===== config.mk =====
export PLATFORM = sky130hd
export DESIGN_NAME = fls_serializer
export DESIGN_NICKNAME = d
export VERILOG_FILES = /design/src/logic/fls_sync2.v /design/src/logic/fls_serializer.v
export VERILOG_INCLUDE_DIRS = /design/src /design/src/logic
export SDC_FILE = /design/constraint.sdc
export NUM_CORES = 1
export LEC_CHECK = 0
export ABC_CLOCK_PERIOD_IN_PS = 3000
export BUFFER_PORTS_ARGS = -buffer_cell sky130_fd_sc_hd__buf_2
export CORE_MARGIN = 2
export CORE_UTILIZATION = 50
export DETAILED_ROUTE_END_ITERATION = 7
export PLACE_DENSITY = 0.68
export SETUP_SLACK_MARGIN = 0.05
export SYNTH_ARGS = -nofsm -noshare
export SYNTH_HDL_FRONTEND = slang
export SYNTH_SLANG_ARGS = --single-unit

===== constraint.sdc =====
create_clock -name clk_sys -period 3 [get_ports clk_sys]
set_input_delay 0.15 -clock clk_sys [delete_from_list [all_inputs] [get_ports clk_sys]]
set_output_delay 0.15 -clock clk_sys [all_outputs]
set_load 0.02 [all_outputs]

===== src/logic/fls_consts.vh =====
// Constants for the flat-panel link serializer: timing, slot layout and
// the fixed forwarded-clock pattern. Included by the serializer module only.
`ifndef FLS_CONSTS_VH
`define FLS_CONSTS_VH

// System clock period in ns (100 MHz).
`define FLS_CLK_NS          10
// Lock time after a stable pixel clock, in ms.
`define FLS_LOCK_MS         10
// Longest delay from power-down request to disabled outputs, in ns.
`define FLS_PDD_NS          100
// Parallel word width, channel count and bit slots per period.
`define FLS_WORD_W          28
`define FLS_CHANNELS        4
`define FLS_SLOTS           7
`define FLS_LAST_SLOT       3'h6
`define FLS_FIRST_SLOT      3'h0
// Forwarded-clock level in slots 0..6, slot 0 in bit 0.
`define FLS_FWD_PATTERN     7'h63
// Cycles without a rising pixel clock edge before the clock counts as stopped.
`define FLS_STALL_CYCLES    255
// Input bundle layout after the synchroniser.
`define FLS_SYNC_W          31
`define FLS_SYNC_CLK        28
`define FLS_SYNC_EDGE       29
`define FLS_SYNC_PWR        30

`endif


===== src/logic/fls_sync2.v =====
// Two-flip-flop synchroniser for a bundle of asynchronous levels.
// Assumes each bit is a level that may change at any time.
`timescale 1ns/100ps
module fls_sync2 #(
    parameter WIDTH = 1
) (
    // Clock and reset
    input  wire             clk_sys,
    input  wire             rstn,
    // Levels
    input  wire [WIDTH-1:0] async_in,
    output reg  [WIDTH-1:0] sync_out
);

reg [WIDTH-1:0] meta;

always @(posedge clk_sys or negedge rstn) begin
    if (!rstn) begin
        meta     <= {WIDTH{1'b0}};
        sync_out <= {WIDTH{1'b0}};
    end else begin
        meta     <= async_in;
        sync_out <= meta;
    end
end

endmodule // fls_sync2


===== src/logic/fls_serializer.v =====
// Flat-panel link serializer: samples 28 pixel inputs once per pixel clock
// and sends them as seven slots per period on four data pairs plus a
// forwarded clock pair. Assumes all pins are asynchronous to clk_sys and
// that the pixel clock is several clk_sys cycles long.
//
// How it works
// - each pixel clock period, all 28 inputs are sent on four channels.
// - a forwarded clock, locked to the pixel clock, goes out on a fifth pair.
// - edge select high samples on the rising edge, low on the falling edge.
// - framing starts at the rising edge, which falling-edge receivers accept.
// - power-down low tri-states all pairs and stops internal activity.
// - each channel sends seven slots per period, slot 0 at period start.
// - outputs are held idle until the clock has been stable for 10 ms.
// - outputs reach high impedance within 100 ns of power-down.
`timescale 1ns/100ps
`include "fls_consts.vh"
module fls_serializer #(
    parameter LOCK_CYCLES = `FLS_LOCK_MS * 1000000 / `FLS_CLK_NS,
    parameter CNT_W       = 8
) (
    // Clock and reset
    input  wire                     clk_sys,
    input  wire                     rstn,
    // Pixel side pins
    input  wire                     input_pixel_clock,
    input  wire [`FLS_WORD_W-1:0]   pixel_in,
    input  wire                     strobe_edge_select,
    input  wire                     power_down_n,
    // Serial data pairs
    output reg  [`FLS_CHANNELS-1:0] serial_data_pair_p,
    output reg  [`FLS_CHANNELS-1:0] serial_data_pair_n,
    output reg                      serial_data_oe,
    // Forwarded clock pair
    output reg                      forwarded_clock_pair_p,
    output reg                      forwarded_clock_pair_n,
    output reg                      forwarded_clock_oe,
    // Status
    output reg                      link_locked
);

localparam [CNT_W-1:0] SLOT_STEP = `FLS_SLOTS;
localparam [CNT_W-1:0] STALL_MAX = `FLS_STALL_CYCLES;

wire [`FLS_SYNC_W-1:0] sync_bus;
wire [`FLS_WORD_W-1:0] pix_s;
wire                   clk_s;
wire                   rise_sel;
wire                   pwr_on;

fls_sync2 #(
    .WIDTH    (`FLS_SYNC_W)
) u_sync (
    .clk_sys  (clk_sys),
    .rstn     (rstn),
    .async_in ({power_down_n, strobe_edge_select, input_pixel_clock,
                pixel_in}),
    .sync_out (sync_bus)
);

assign pix_s    = sync_bus[`FLS_WORD_W-1:0];
assign clk_s    = sync_bus[`FLS_SYNC_CLK];
assign rise_sel = sync_bus[`FLS_SYNC_EDGE];
assign pwr_on   = sync_bus[`FLS_SYNC_PWR];

// Edge detection on the synchronised pixel clock.
reg  clk_d;
wire clk_rise = clk_s & ~clk_d;
wire clk_fall = ~clk_s & clk_d;
wire strobe   = rise_sel ? clk_rise : clk_fall;

always @(posedge clk_sys or negedge rstn) begin
    if (!rstn) begin
        clk_d <= 1'b0;
    end else begin
        clk_d <= clk_s;
    end
end

// Capture on the selected strobe edge.
// In rising mode the word also goes straight into the shift register, so
// this copy only matters for the falling edge, half a period earlier.
reg [`FLS_WORD_W-1:0] captured;

always @(posedge clk_sys or negedge rstn) begin
    if (!rstn) begin
        captured <= {`FLS_WORD_W{1'b0}};
    end else if (!pwr_on) begin
        captured <= {`FLS_WORD_W{1'b0}};
    end else if (strobe) begin
        captured <= pix_s;
    end
end

// Period measurement between rising edges, and stall detection.
// A clock held still too long leaves no period to divide into slots, so
// lock is dropped and timing starts again at the next rising edge.
reg  [CNT_W-1:0] per_cnt;
reg  [CNT_W-1:0] period;
reg              stalled;

always @(posedge clk_sys or negedge rstn) begin
    if (!rstn) begin
        per_cnt <= {CNT_W{1'b0}};
        period  <= {CNT_W{1'b0}};
        stalled <= 1'b1;
    end else if (!pwr_on) begin
        per_cnt <= {CNT_W{1'b0}};
        period  <= {CNT_W{1'b0}};
        stalled <= 1'b1;
    end else if (clk_rise) begin
        period  <= per_cnt + {{(CNT_W-1){1'b0}}, 1'b1};
        per_cnt <= {CNT_W{1'b0}};
        stalled <= 1'b0;
    end else if (per_cnt == STALL_MAX) begin
        stalled <= 1'b1;
    end else begin
        per_cnt <= per_cnt + {{(CNT_W-1){1'b0}}, 1'b1};
    end
end

// Lock timer: the clock must run without a stall for the lock time.
// The counter stops at the limit, so it can never wrap and drop lock.
reg [31:0] lock_cnt;

always @(posedge clk_sys or negedge rstn) begin
    if (!rstn) begin
        lock_cnt    <= 32'h0;
        link_locked <= 1'b0;
    end else if (!pwr_on || stalled) begin
        lock_cnt    <= 32'h0;
        link_locked <= 1'b0;
    end else if (lock_cnt >= LOCK_CYCLES - 1) begin
        link_locked <= 1'b1;
    end else begin
        lock_cnt <= lock_cnt + 32'h1;
    end
end

// Slot timing: a period of P cycles is split into seven slots by an
// accumulator stepping 7 per cycle, so slots track any period from 7 to 249 cycles.
reg [`FLS_WORD_W-1:0] shift_word;
reg [2:0]             slot;
reg [CNT_W-1:0]       acc;
reg [CNT_W-1:0]       next_acc;
reg [2:0]             next_slot;

always @* begin
    next_acc  = acc + SLOT_STEP;
    next_slot = slot;
    if (next_acc >= period && slot != `FLS_LAST_SLOT) begin
        next_acc  = next_acc - period;
        next_slot = slot + 3'h1;
    end
end

always @(posedge clk_sys or negedge rstn) begin
    if (!rstn) begin
        shift_word <= {`FLS_WORD_W{1'b0}};
        slot       <= `FLS_FIRST_SLOT;
        acc        <= {CNT_W{1'b0}};
    end else if (!pwr_on || stalled) begin
        shift_word <= {`FLS_WORD_W{1'b0}};
        slot       <= `FLS_FIRST_SLOT;
        acc        <= {CNT_W{1'b0}};
    end else if (clk_rise) begin
        // Framing always restarts on the rising edge.
        shift_word <= strobe ? pix_s : captured;
        slot       <= `FLS_FIRST_SLOT;
        acc        <= {CNT_W{1'b0}};
    end else begin
        slot <= next_slot;
        acc  <= next_acc;
    end
end

// Output bits, one channel per loop pass.
wire [`FLS_CHANNELS-1:0] data_bit;
wire [`FLS_SLOTS-1:0]    fwd_pattern = `FLS_FWD_PATTERN;
wire                     drive_on    = pwr_on;
wire                     send_on     = pwr_on & link_locked;

genvar ch;
generate
    for (ch = 0; ch < `FLS_CHANNELS; ch = ch + 1) begin : g_ch
        wire [`FLS_SLOTS-1:0] lane =
            shift_word[ch*`FLS_SLOTS +: `FLS_SLOTS];
        assign data_bit[ch] = lane[slot];
    end
endgenerate

// Power-down reaches the enables three cycles after the pin.
// Until lock the pairs stay enabled but idle, so a receiver sees a steady
// level rather than words framed by a period not yet measured.
always @(posedge clk_sys or negedge rstn) begin
    if (!rstn) begin
        serial_data_pair_p     <= {`FLS_CHANNELS{1'b0}};
        serial_data_pair_n     <= {`FLS_CHANNELS{1'b1}};
        serial_data_oe         <= 1'b0;
        forwarded_clock_pair_p <= 1'b0;
        forwarded_clock_pair_n <= 1'b1;
        forwarded_clock_oe     <= 1'b0;
    end else begin
        serial_data_oe     <= drive_on;
        forwarded_clock_oe <= drive_on;
        if (send_on) begin
            serial_data_pair_p     <= data_bit;
            serial_data_pair_n     <= ~data_bit;
            forwarded_clock_pair_p <= fwd_pattern[slot];
            forwarded_clock_pair_n <= ~fwd_pattern[slot];
        end else begin
            serial_data_pair_p     <= {`FLS_CHANNELS{1'b0}};
            serial_data_pair_n     <= {`FLS_CHANNELS{1'b1}};
            forwarded_clock_pair_p <= 1'b0;
            forwarded_clock_pair_n <= 1'b1;
        end
    end
end

endmodule // fls_serializer


After elaboration in Yosys (flattened, before gate mapping)
Memories as Yosys holds them, arrays and structs flattened.
Index checks and enable logic that the tools add are counted.
Word-level totals
  bits in registers: 191
  latch bits: 0
  bits in writable memories: 0
  ROM bits: 8
  bits of input ports: 33
  output and inout bits: 13
  memories kept: 1
Cells by class
  add/subtract/negate cells: 5
  multiply operators: 0
  divide/modulo/power cells: 0
  magnitude comparators: 3
  equal/unequal tests: 6
  shift operators: 0
  mux-type cells: 36
  bitwise gates (word level): 7
  reductions and logical operators: 6
Memory list
  (name not given): depth 8, width 1, read ports 1, clocked after Yosys merged registers in 0, wr ports 0, RTL line fls_serializer.v:209  | forwarded_clock_pair_n <= ~fwd_pattern[slot];
Operator list (count)
  $mux W28: 4
  $mux W32: 2
  $mux W8: 8
  $add A32 B1 Y32 const B: 1
  $ge A32 B20 Y1 const B: 1
  $mux W1: 13
  $bmux W1 S3: 4
  $mux W3: 3
  $ne A3 B3 Y1 const B: 3
  $add A8 B1 Y8 const B: 1
  $add A8 B3 Y8 const B: 1
  $eq A8 B8 Y1 const B: 1
  $ge A8 B8 Y1: 1
  $mux W4: 2
  $sub A8 B8 Y8: 1
  $lt A3 B4 Y1 const B: 1
  $ne A2 B2 Y1 const B: 2
  $not A4 Y4: 1
  $reduce_bool A2 Y1: 2
  $add A3 B1 Y3 const B: 1
  $and A1 B1 Y1: 3
  $not A1 Y1: 3
  $reduce_bool A3 Y1: 1
  $logic_and A1 B1 Y1: 1
  2 further kinds: 2

Logic depth before layout (Yosys ltp)
Gate-level depths: netlist of run 1.
  depth after elaboration: 6
  gate-level depth with buffers: 12
  gate-level depth less buffers: 11

Hierarchy
From an unflattened synthesis of run 1, not the netlist that was laid out.
Second synthesis, totals
  cell total of the unflattened synthesis: 642
  area total of the unflattened synthesis: 7529.7 um2
Modules (own cells, without submodules)
  fls_serializer: instances 1, cells each 580, area an instance 5978.2 um2
  fls_sync2: instances 1, cells each 62, area an instance 1551.5 um2

Least setup slack after synthesis of run 1
No wires, ideal clock.
  path kind: register to register
  from: reg acc[2]
  to: reg slot[1]
  library setup time: 0.132 ns
  arrival: 2.414 ns
  required time: 2.868 ns
  slack: 0.454 ns
  stages on the path, launching flop included: 12
  path buffers: 1
  path through: dfrtp_1 > or3_1 > nand3_1 > xnor2_1 > ha_1 > or2_1 > nand3_1 > o22ai_1 > nor2_1 > buf_2 > mux2i_1 > nor2_1
On the way
  longest elaborated chain between the ends: 4
RTL lines
  from (decl): RTL line fls_serializer.v:143  | reg [CNT_W-1:0] acc;
  from (signal assigned): RTL line fls_serializer.v:160  | acc <= {CNT_W{1'b0}};
  from (signal assigned): RTL line fls_serializer.v:164  | acc <= {CNT_W{1'b0}};
  from (signal assigned): RTL line fls_serializer.v:169  | acc <= {CNT_W{1'b0}};
  $add A8 B3 Y8: RTL line fls_serializer.v:148  | next_acc = acc + SLOT_STEP;
  $ge A8 B8 Y1: RTL line fls_serializer.v:150  | if (next_acc >= period && slot != `FLS_LAST_SLOT) begin
  $logic_and A1 B1 Y1 (no line)
  $reduce_bool A3 Y1 (no line)
  to (signal assigned): RTL line fls_serializer.v:159  | slot <= `FLS_FIRST_SLOT;
  to (signal assigned): RTL line fls_serializer.v:163  | slot <= `FLS_FIRST_SLOT;
  to (signal assigned): RTL line fls_serializer.v:168  | slot <= `FLS_FIRST_SLOT;
  to (decl): RTL line fls_serializer.v:142  | reg [2:0] slot;
Every way passes these cells.
A chain may end at the register's enable or synchronous reset.

Worst setup path in the final report of run 1
  from: reg acc[2]
  to: reg acc[0]
On the way
  longest elaborated chain between the ends: 6
RTL lines
  $add A8 B3 Y8: RTL line fls_serializer.v:148
  $ge A8 B8 Y1: RTL line fls_serializer.v:150
  $logic_and A1 B1 Y1 (no line)
  $mux W8: RTL line fls_serializer.v:150
  $mux W8: RTL line fls_serializer.v:165  | end else if (clk_rise) begin
  $mux W8: RTL line fls_serializer.v:161  | end else if (!pwr_on || stalled) begin
Every way passes these cells.

==> out/results.txt, run 1 <==
F_max -> 0.358 GHz
MaxCap Viol Count -> 0
Fin nets -> 769
Worst VDD drop -> 443 uV
Status -> finished, final reports clean
Inserted Clock Buffers -> 17
Register area share after synthesis -> 63.1%
Core box area -> 15000 um2
Clk_lat worst skew -> 0.43 ns
Yosys reg bits -> 191
Critical Path Max Stage Delay -> 0.43 ns
DIE WIDTH -> 127 um
Post-synth ARST share -> 100%
Yosys top cell by area -> dfrtp_1
Storage cell area -> 4790 um2
Mapped Cells -> 640
Final setup violating endpoints -> 0
DP Wirelength -> 8900 um
Filler cells -> 1184
Initial antenna violation count -> 0
Fin worst setup slack -> 0.207 ns
Pins Over Slew Limit -> 0
Crit path launch -> acc[2]$_DFF_PN0_
Row cnt -> 45
Setup TNS -> 0 ns
CP required -> 3.35 ns
Crit path kind -> reg2reg
Crit Path Max Fanout -> 10
GRT Residual Overflow -> 0
Io pins -> 46
Routability cong. -> 0.895
Rel. slew slack -> 29.2%
Internal power -> 4.18 mW
R2r startpoint -> acc[2]$_DFF_PN0_
Layout cells sized above 1 -> 14.2%
Die footprint -> 16200 um2
Period minus WS final -> 2.79 ns
Crit path capture type -> flop
Pin count of the biggest net entering global routing -> 96
Clk pin slew, worst setup/hold paths -> 0.08 ns
Max H-tree Level -> 4
Clk root buf -> clkbuf_16
Distinct cells, synth -> 49
CTS tree -> yes
RSZ-0062 raised after global routing -> false
Drt drc -> 0
R2R cell count -> 11
Post-synth EDFFs -> 0
Post-Place Worst Slack -> 0.216 ns
Syn Area/Cell -> 11.9 um2
Vias -> 4779
Tot GR Track Use -> 18.6%
Power Dens Cells -> 606 nW/um2
Sequential Power Share -> 49.2%
Final Cycle Share -> 93.1%
Vias in the first global route -> 4852
Comb pwr share -> 8.6%
Hold WC Path Type -> in2async
I/O Buffers -> 45
Actual slew at the worst max-slew pin -> 1.06 ns
Postcts setup bufs -> 0
Mapped Nets -> 688
Most common cell after layout, fill and taps aside -> dfrtp_1
FF-to-FF End -> acc[0]$_DFF_PN0_
Slowest cell on crit path -> or3_1
Die H -> 127 um
Clk_skew -> 0.0121 ns
Synth top area cells -> dfrtp_1 (61%), mux2i_1 (5.9%), nand2_1 (3.7%), nor2b_1 (2.6%), ha_1 (2.3%)
Post-Syn Area -> 7590 um2
Switching Fraction -> 23.4%
Area Overhead vs Synth -> 18.6%
Vias per Instance -> 5.18
Hold Vio Cnt, Final -> 0
Ant. Diodes -> 0
DRT antenna net count -> 0
Reg2reg setup slack -> 0.21 ns
Commonest cells after routing, fill and taps aside -> dfrtp_1 (185), nand2_1 (75), mux2i_1 (45)
Sw Pwr -> 1.28 mW
Multi-input logic area -> 2620 um2
Clock Tree Buf Depth -> 2
First-pass GRT wire length -> 23700 um
Main flop type after synthesis -> dfrtp_1
Startpoint types -> flop
Pleak -> 4.12 nW
Iter 0 DRT Violations -> 232
Ys Warns -> 0
Area fraction of the dominant cell type after synthesis -> 61.0%
Crit path cell chain -> or3_1 > nand3_1 > xnor2_1 > ha_1 > or2_1 > nand3_1 > o22ai_1 > nor2_1 > buf_6 > mux2_1 > nor2_1
WL final -> 13500 um
CP Capture Point -> acc[0]$_DFF_PN0_
Starting density of the core -> 50.5%
# clock sinks -> 191
CP arrival -> 3.15 ns
DR WL/cell -> 14.7 um
Clock power frac -> 42.1%
Pre-Repair DR Iteration Count -> 4
-- cells in the mapped netlist (all sizes together) (3+ instances only) --
cell type,instances
nand2b,4
ha,14
xor2,19
a21oi,10
clkbuf,17
nand2,75
buf,10
and4,6
nor2,35
and2,16
o21ai,38
a31oi,3
inv,22
nor2b,32
o21a,3
dfstp,6
o211ai,8
dfrtp,185
mux2i,45
nand4,7
or4,6
nand3,20
nor4,4
and3,15
xnor2,13
nor3,6
-- cells by family (layout without fill, tap and decap cells) --
logic type | count (synthesis) | in the layout | synth area share (%)
buffers and inverters | 49 | 143 | 2.67
AOI/OAI and AO/OA | 73 | 73 | 5.82
xor gates and xnor gates | 32 | 32 | 3.69
muxes | 47 | 47 | 6.23
adders and majority gates | 15 | 15 | 2.57
DFF | 191 | 191 | 63.1
and+or+nand+nor | 233 | 233 | 15.9
-- stage by stage --
step | area, um2 | hold WS [ns] | power, mW | utilization, % | instances
final | 9000 | 0.332 | 5.46 | 59.9 | 922
after global placement | 8050 | 0.258 | 3.15 | 53.6 | 858
after global routing | 9000 | 0.343 | 5.69 | 59.9 | 922
after CTS | 8990 | 0.333 | 5.52 | 59.8 | 922
after floorplan | 7590 | -0.146 | 3.01 | - | 640
after detailed placement | 8050 | 0.259 | 3.17 | 53.6 | 858
-- repair_timing --
action / 4_1_cts / 5_1_grt
resized for setup: 0 / 2
endpoints found under the setup margin: 0 / 2
hold endpoints to repair: 120 / 0
hold buffers: 32 / 0
-- flip-flops by register name, summed over array words and instances (netlist names) --
register / cells
serial_data_pair_p: 4
u_sync.meta: 31
forwarded_clock_pair_p: 1
slot: 3
forwarded_clock_pair_n: 1
serial_data_pair_n: 4
per_cnt: 8
forwarded_clock_oe: 1
lock_cnt: 32
acc: 8
period: 8
clk_d: 1
shift_word: 28
link_locked: 1
u_sync.sync_out: 31
stalled: 1
captured: 28
-- worst min path at each step --
| stage | from | to | slack (ns) | cells past startpoint |
|---|---|---|---|---|
| after floorplan | rstn | acc[0]$_DFF_PN0_ | -0.15 | 0 |
| after global placement | pixel_in[16] | u_sync.meta[16]$_DFF_PN0_ | 0.26 | 1 |
| after detailed placement | pixel_in[8] | u_sync.meta[8]$_DFF_PN0_ | 0.26 | 1 |
| after CTS | pixel_in[4] | u_sync.meta[4]$_DFF_PN0_ | 0.33 | 2 |
| after global routing | power_down_n | u_sync.meta[30]$_DFF_PN0_ | 0.34 | 2 |
| final | rstn | lock_cnt[5]$_DFFE_PN0P_ | 0.33 | 2 |
-- power groups by stage --
| stage | logic, mW | clock network, mW | registers [mW] |
|---|---|---|---|
| 4_1_cts | 0.470 | 2.36 | 2.69 |
| 3_3_place_gp | 0.420 | 0 | 2.73 |
| 6_report | 0.472 | 2.30 | 2.69 |
| 3_5_place_dp | 0.434 | 0 | 2.74 |
| 2_1_floorplan | 0.280 | 0 | 2.73 |
| 5_1_grt | 0.530 | 2.47 | 2.69 |
-- layer usage --
layer	routed length (um)	track usage [%]	vias up	share of wire [%]
met5	0	0	-	0
met4	181	5.75	0	1.3
met3	400	4.65	16	3.0
met2	6620	29.7	74	49
met1	6320	25.5	2369	47
li1	-	-	2320	-
-- worst max-delay path, delay by kind of cell (launching register included) --
family          cells  cell delay [ns]
buf+inv             1             0.18
xor+xnor            1             0.16
simple gates        6             1.21
fa+ha+maj           1             0.32
compound gates      1             0.14
flops               1             0.40
mux                 1             0.33
-- layout make-up --
type / instances / share of cell area [%]
sequential: 191 / 53.2
multi-input combinational: 400 / 29.1
timing repair buffer: 89 / 7.34
clock buffer: 20 / 5.18
tap: 188 / 2.61
clock inverter: 12 / 1.68
inverter: 22 / 0.917
(Power assumes the default switching activity.)
==> run 2, diff against run 1 <==
--- a/config.mk
+++ b/config.mk
@@ -8,10 +8,12 @@
 export LEC_CHECK = 0
 export ABC_CLOCK_PERIOD_IN_PS = 3000
 export BUFFER_PORTS_ARGS = -buffer_cell sky130_fd_sc_hd__buf_2
+export CELL_PAD_IN_SITES_DETAIL_PLACEMENT = 1
+export CELL_PAD_IN_SITES_GLOBAL_PLACEMENT = 1
 export CORE_MARGIN = 2
-export CORE_UTILIZATION = 50
+export CORE_UTILIZATION = 49
 export DETAILED_ROUTE_END_ITERATION = 7
-export PLACE_DENSITY = 0.68
+export PLACE_DENSITY_LB_ADDON = 0.1
 export SETUP_SLACK_MARGIN = 0.05
 export SYNTH_ARGS = -nofsm -noshare
 export SYNTH_HDL_FRONTEND = slang
==> out/results.txt, run 2 (synthesis gave the netlist of run 1 again) <==
Status -> finished, final reports clean
Inserted Clock Buffers -> 17
Worst VDD drop -> 419 uV
First-pass GRT wire length -> 27200 um
Number of flip-flops in the largest register -> 32
Max H-tree Level -> 4
CP top delay family -> simple AND/OR/NAND/NOR gates
Vias in the first global route -> 5536
Initial antenna violation count -> 0
Most common cell after layout, fill and taps aside -> dfrtp_1
Drt drc -> 0
Hold WC Path Type -> in2async
Startpoint types -> flop
Vias per Instance -> 5.33
Final Cycle Share -> 92.2%
MaxCap Viol Count -> 0
GRT Residual Overflow -> 0
Pre-Repair DR Iteration Count -> 4
Crit path kind -> reg2reg
Pins Over Slew Limit -> 0
Row cnt -> 45
CTS tree -> yes
I/O Buffers -> 45
DRT antenna net count -> 0
Ant. Diodes -> 0
Rel. slew slack -> 45.6%
Starting density of the core -> 50.1%
Critical path buffers and inverters -> 1
CP arrival -> 3.11 ns
Critical Path Stages -> 11
DIE WIDTH -> 128 um
F_max -> 0.362 GHz
Die H -> 128 um
Core box area -> 15100 um2
Biggest regs -> lock_cnt x32, u_sync.meta x31, u_sync.sync_out x31
Overall power -> 5.50 mW
Io pins -> 46
Actual slew at the worst max-slew pin -> 0.812 ns
Die footprint -> 16500 um2
Final setup violating endpoints -> 0
WL final -> 16100 um
# clock sinks -> 191
Clk_lat worst skew -> 0.43 ns
Pin count of the biggest net entering global routing -> 69
Clk_skew -> 0.00700 ns
Slowest cell on crit path -> or3_4
Routability cong. -> 0.831
Clock Tree Buf Depth -> 2
Commonest cells after routing, fill and taps aside -> dfrtp_1 (185), nand2_1 (75), mux2i_1 (45)
Layout cells sized above 1 -> 14.8%
Dpl cells -> 859
Setup TNS -> 0 ns
Clk pin slew, worst setup/hold paths -> 0.07 ns
RSZ-0062 raised after global routing -> false
Area Overhead vs Synth -> 19.0%
Power Dens Cells -> 610 nW/um2
Period minus WS final -> 2.77 ns
Crit path cell chain -> or3_4 > nand3_1 > xnor2_1 > ha_1 > or2_1 > nand3_1 > o22ai_1 > nor2_1 > buf_4 > mux2_1 > nor2_1
Vias -> 4939
Fin nets -> 773
Crit Path Max Fanout -> 5
Crit path capture type -> flop
Iter 0 DRT Violations -> 243
Final Non-Filler Cells -> 926
Critical Path Max Stage Delay -> 0.41 ns
CP required -> 3.35 ns
DR WL/cell -> 17.4 um
Most flops, register -> lock_cnt
Hold Vio Cnt, Final -> 0
Pleak -> 4.14 nW
Tot GR Track Use -> 21.2%
R2R cell count -> 11
DP Wirelength -> 10200 um
Clk root buf -> clkbuf_16
==> run 2: changes by cell type in the layout (fill, tap and decap cells not counted), sizes merged <==
cell | before | now
buf | 56 | 60
clkbuf | 21 | 19
clkinv | 4 | 5
inv | 26 | 27
==> run 2: what timing repair did <==
action / 4_1_cts / 5_1_grt
gates resized for setup: 0 / 2
endpoints found under the setup margin: 0 / 2
endpoints found under the hold margin: 95 / 0
hold buffers: 32 / 0
buffers inserted: 0 / 3
==> run 2: power breakdown <==
group	internal (mW)	switching, mW	total, mW
Sequential	2.65	0.0374	2.69
Combinational	0.216	0.275	0.491
Clock	1.28	1.04	2.32
==> run 2: cell type report <==
cell class	count	area, um2
Clock buffer	18	439
Clock inverter	14	174
Fill cell	1537	6120
Inverter	22	82.6
Multi-Input combinational cell	400	2620
Sequential cell	191	4790
Tap cell	188	235
Timing Repair Buffer	93	687
==> run 2: worst paths after layout <==
kind / startpoint / slack [ns] / to
setup / recovery: acc[2]$_DFF_PN0_ / 0.23 / acc[0]$_DFF_PN0_
hold / removal: rstn / 0.29 / period[6]$_DFFE_PN0P_
setup reg to reg: acc[2]$_DFF_PN0_ / 0.23 / acc[0]$_DFF_PN0_
hold reg to reg: u_sync.meta[27]$_DFF_PN0_ / 0.35 / u_sync.sync_out[27]$_DFF_PN0_
max in group asynchronous: rstn / 1.89 / captured[12]$_DFF_PN0_
min in group clk_sys: u_sync.meta[27]$_DFF_PN0_ / 0.35 / u_sync.sync_out[27]$_DFF_PN0_
==> run 2: per-stage QoR <==
step	util [%]	setup slack, ns	cell area (um2)	hold WS [ns]
finish	59.6	0.234	9030	0.290
global route	59.6	0.0367	9030	0.325
detailed placement	53.2	0.155	8060	0.204
global placement	53.2	0.288	8060	0.196
CTS	59.4	0.147	8990	0.310
floorplan	-	0.454	7590	-0.146
==> run 2: layer usage <==
| metal | GRT usage, % | wire (um) | up-vias | part of all wire [%] |
|---|---|---|---|---|
| li1 | - | - | 2320 | - |
| met1 | 26.5 | 7060 | 2540 | 44 |
| met2 | 37.3 | 8460 | 64 | 53 |
| met3 | 4.70 | 401 | 15 | 2.5 |
| met4 | 6.01 | 172 | 0 | 1.1 |
| met5 | 0 | 0 | - | 0 |
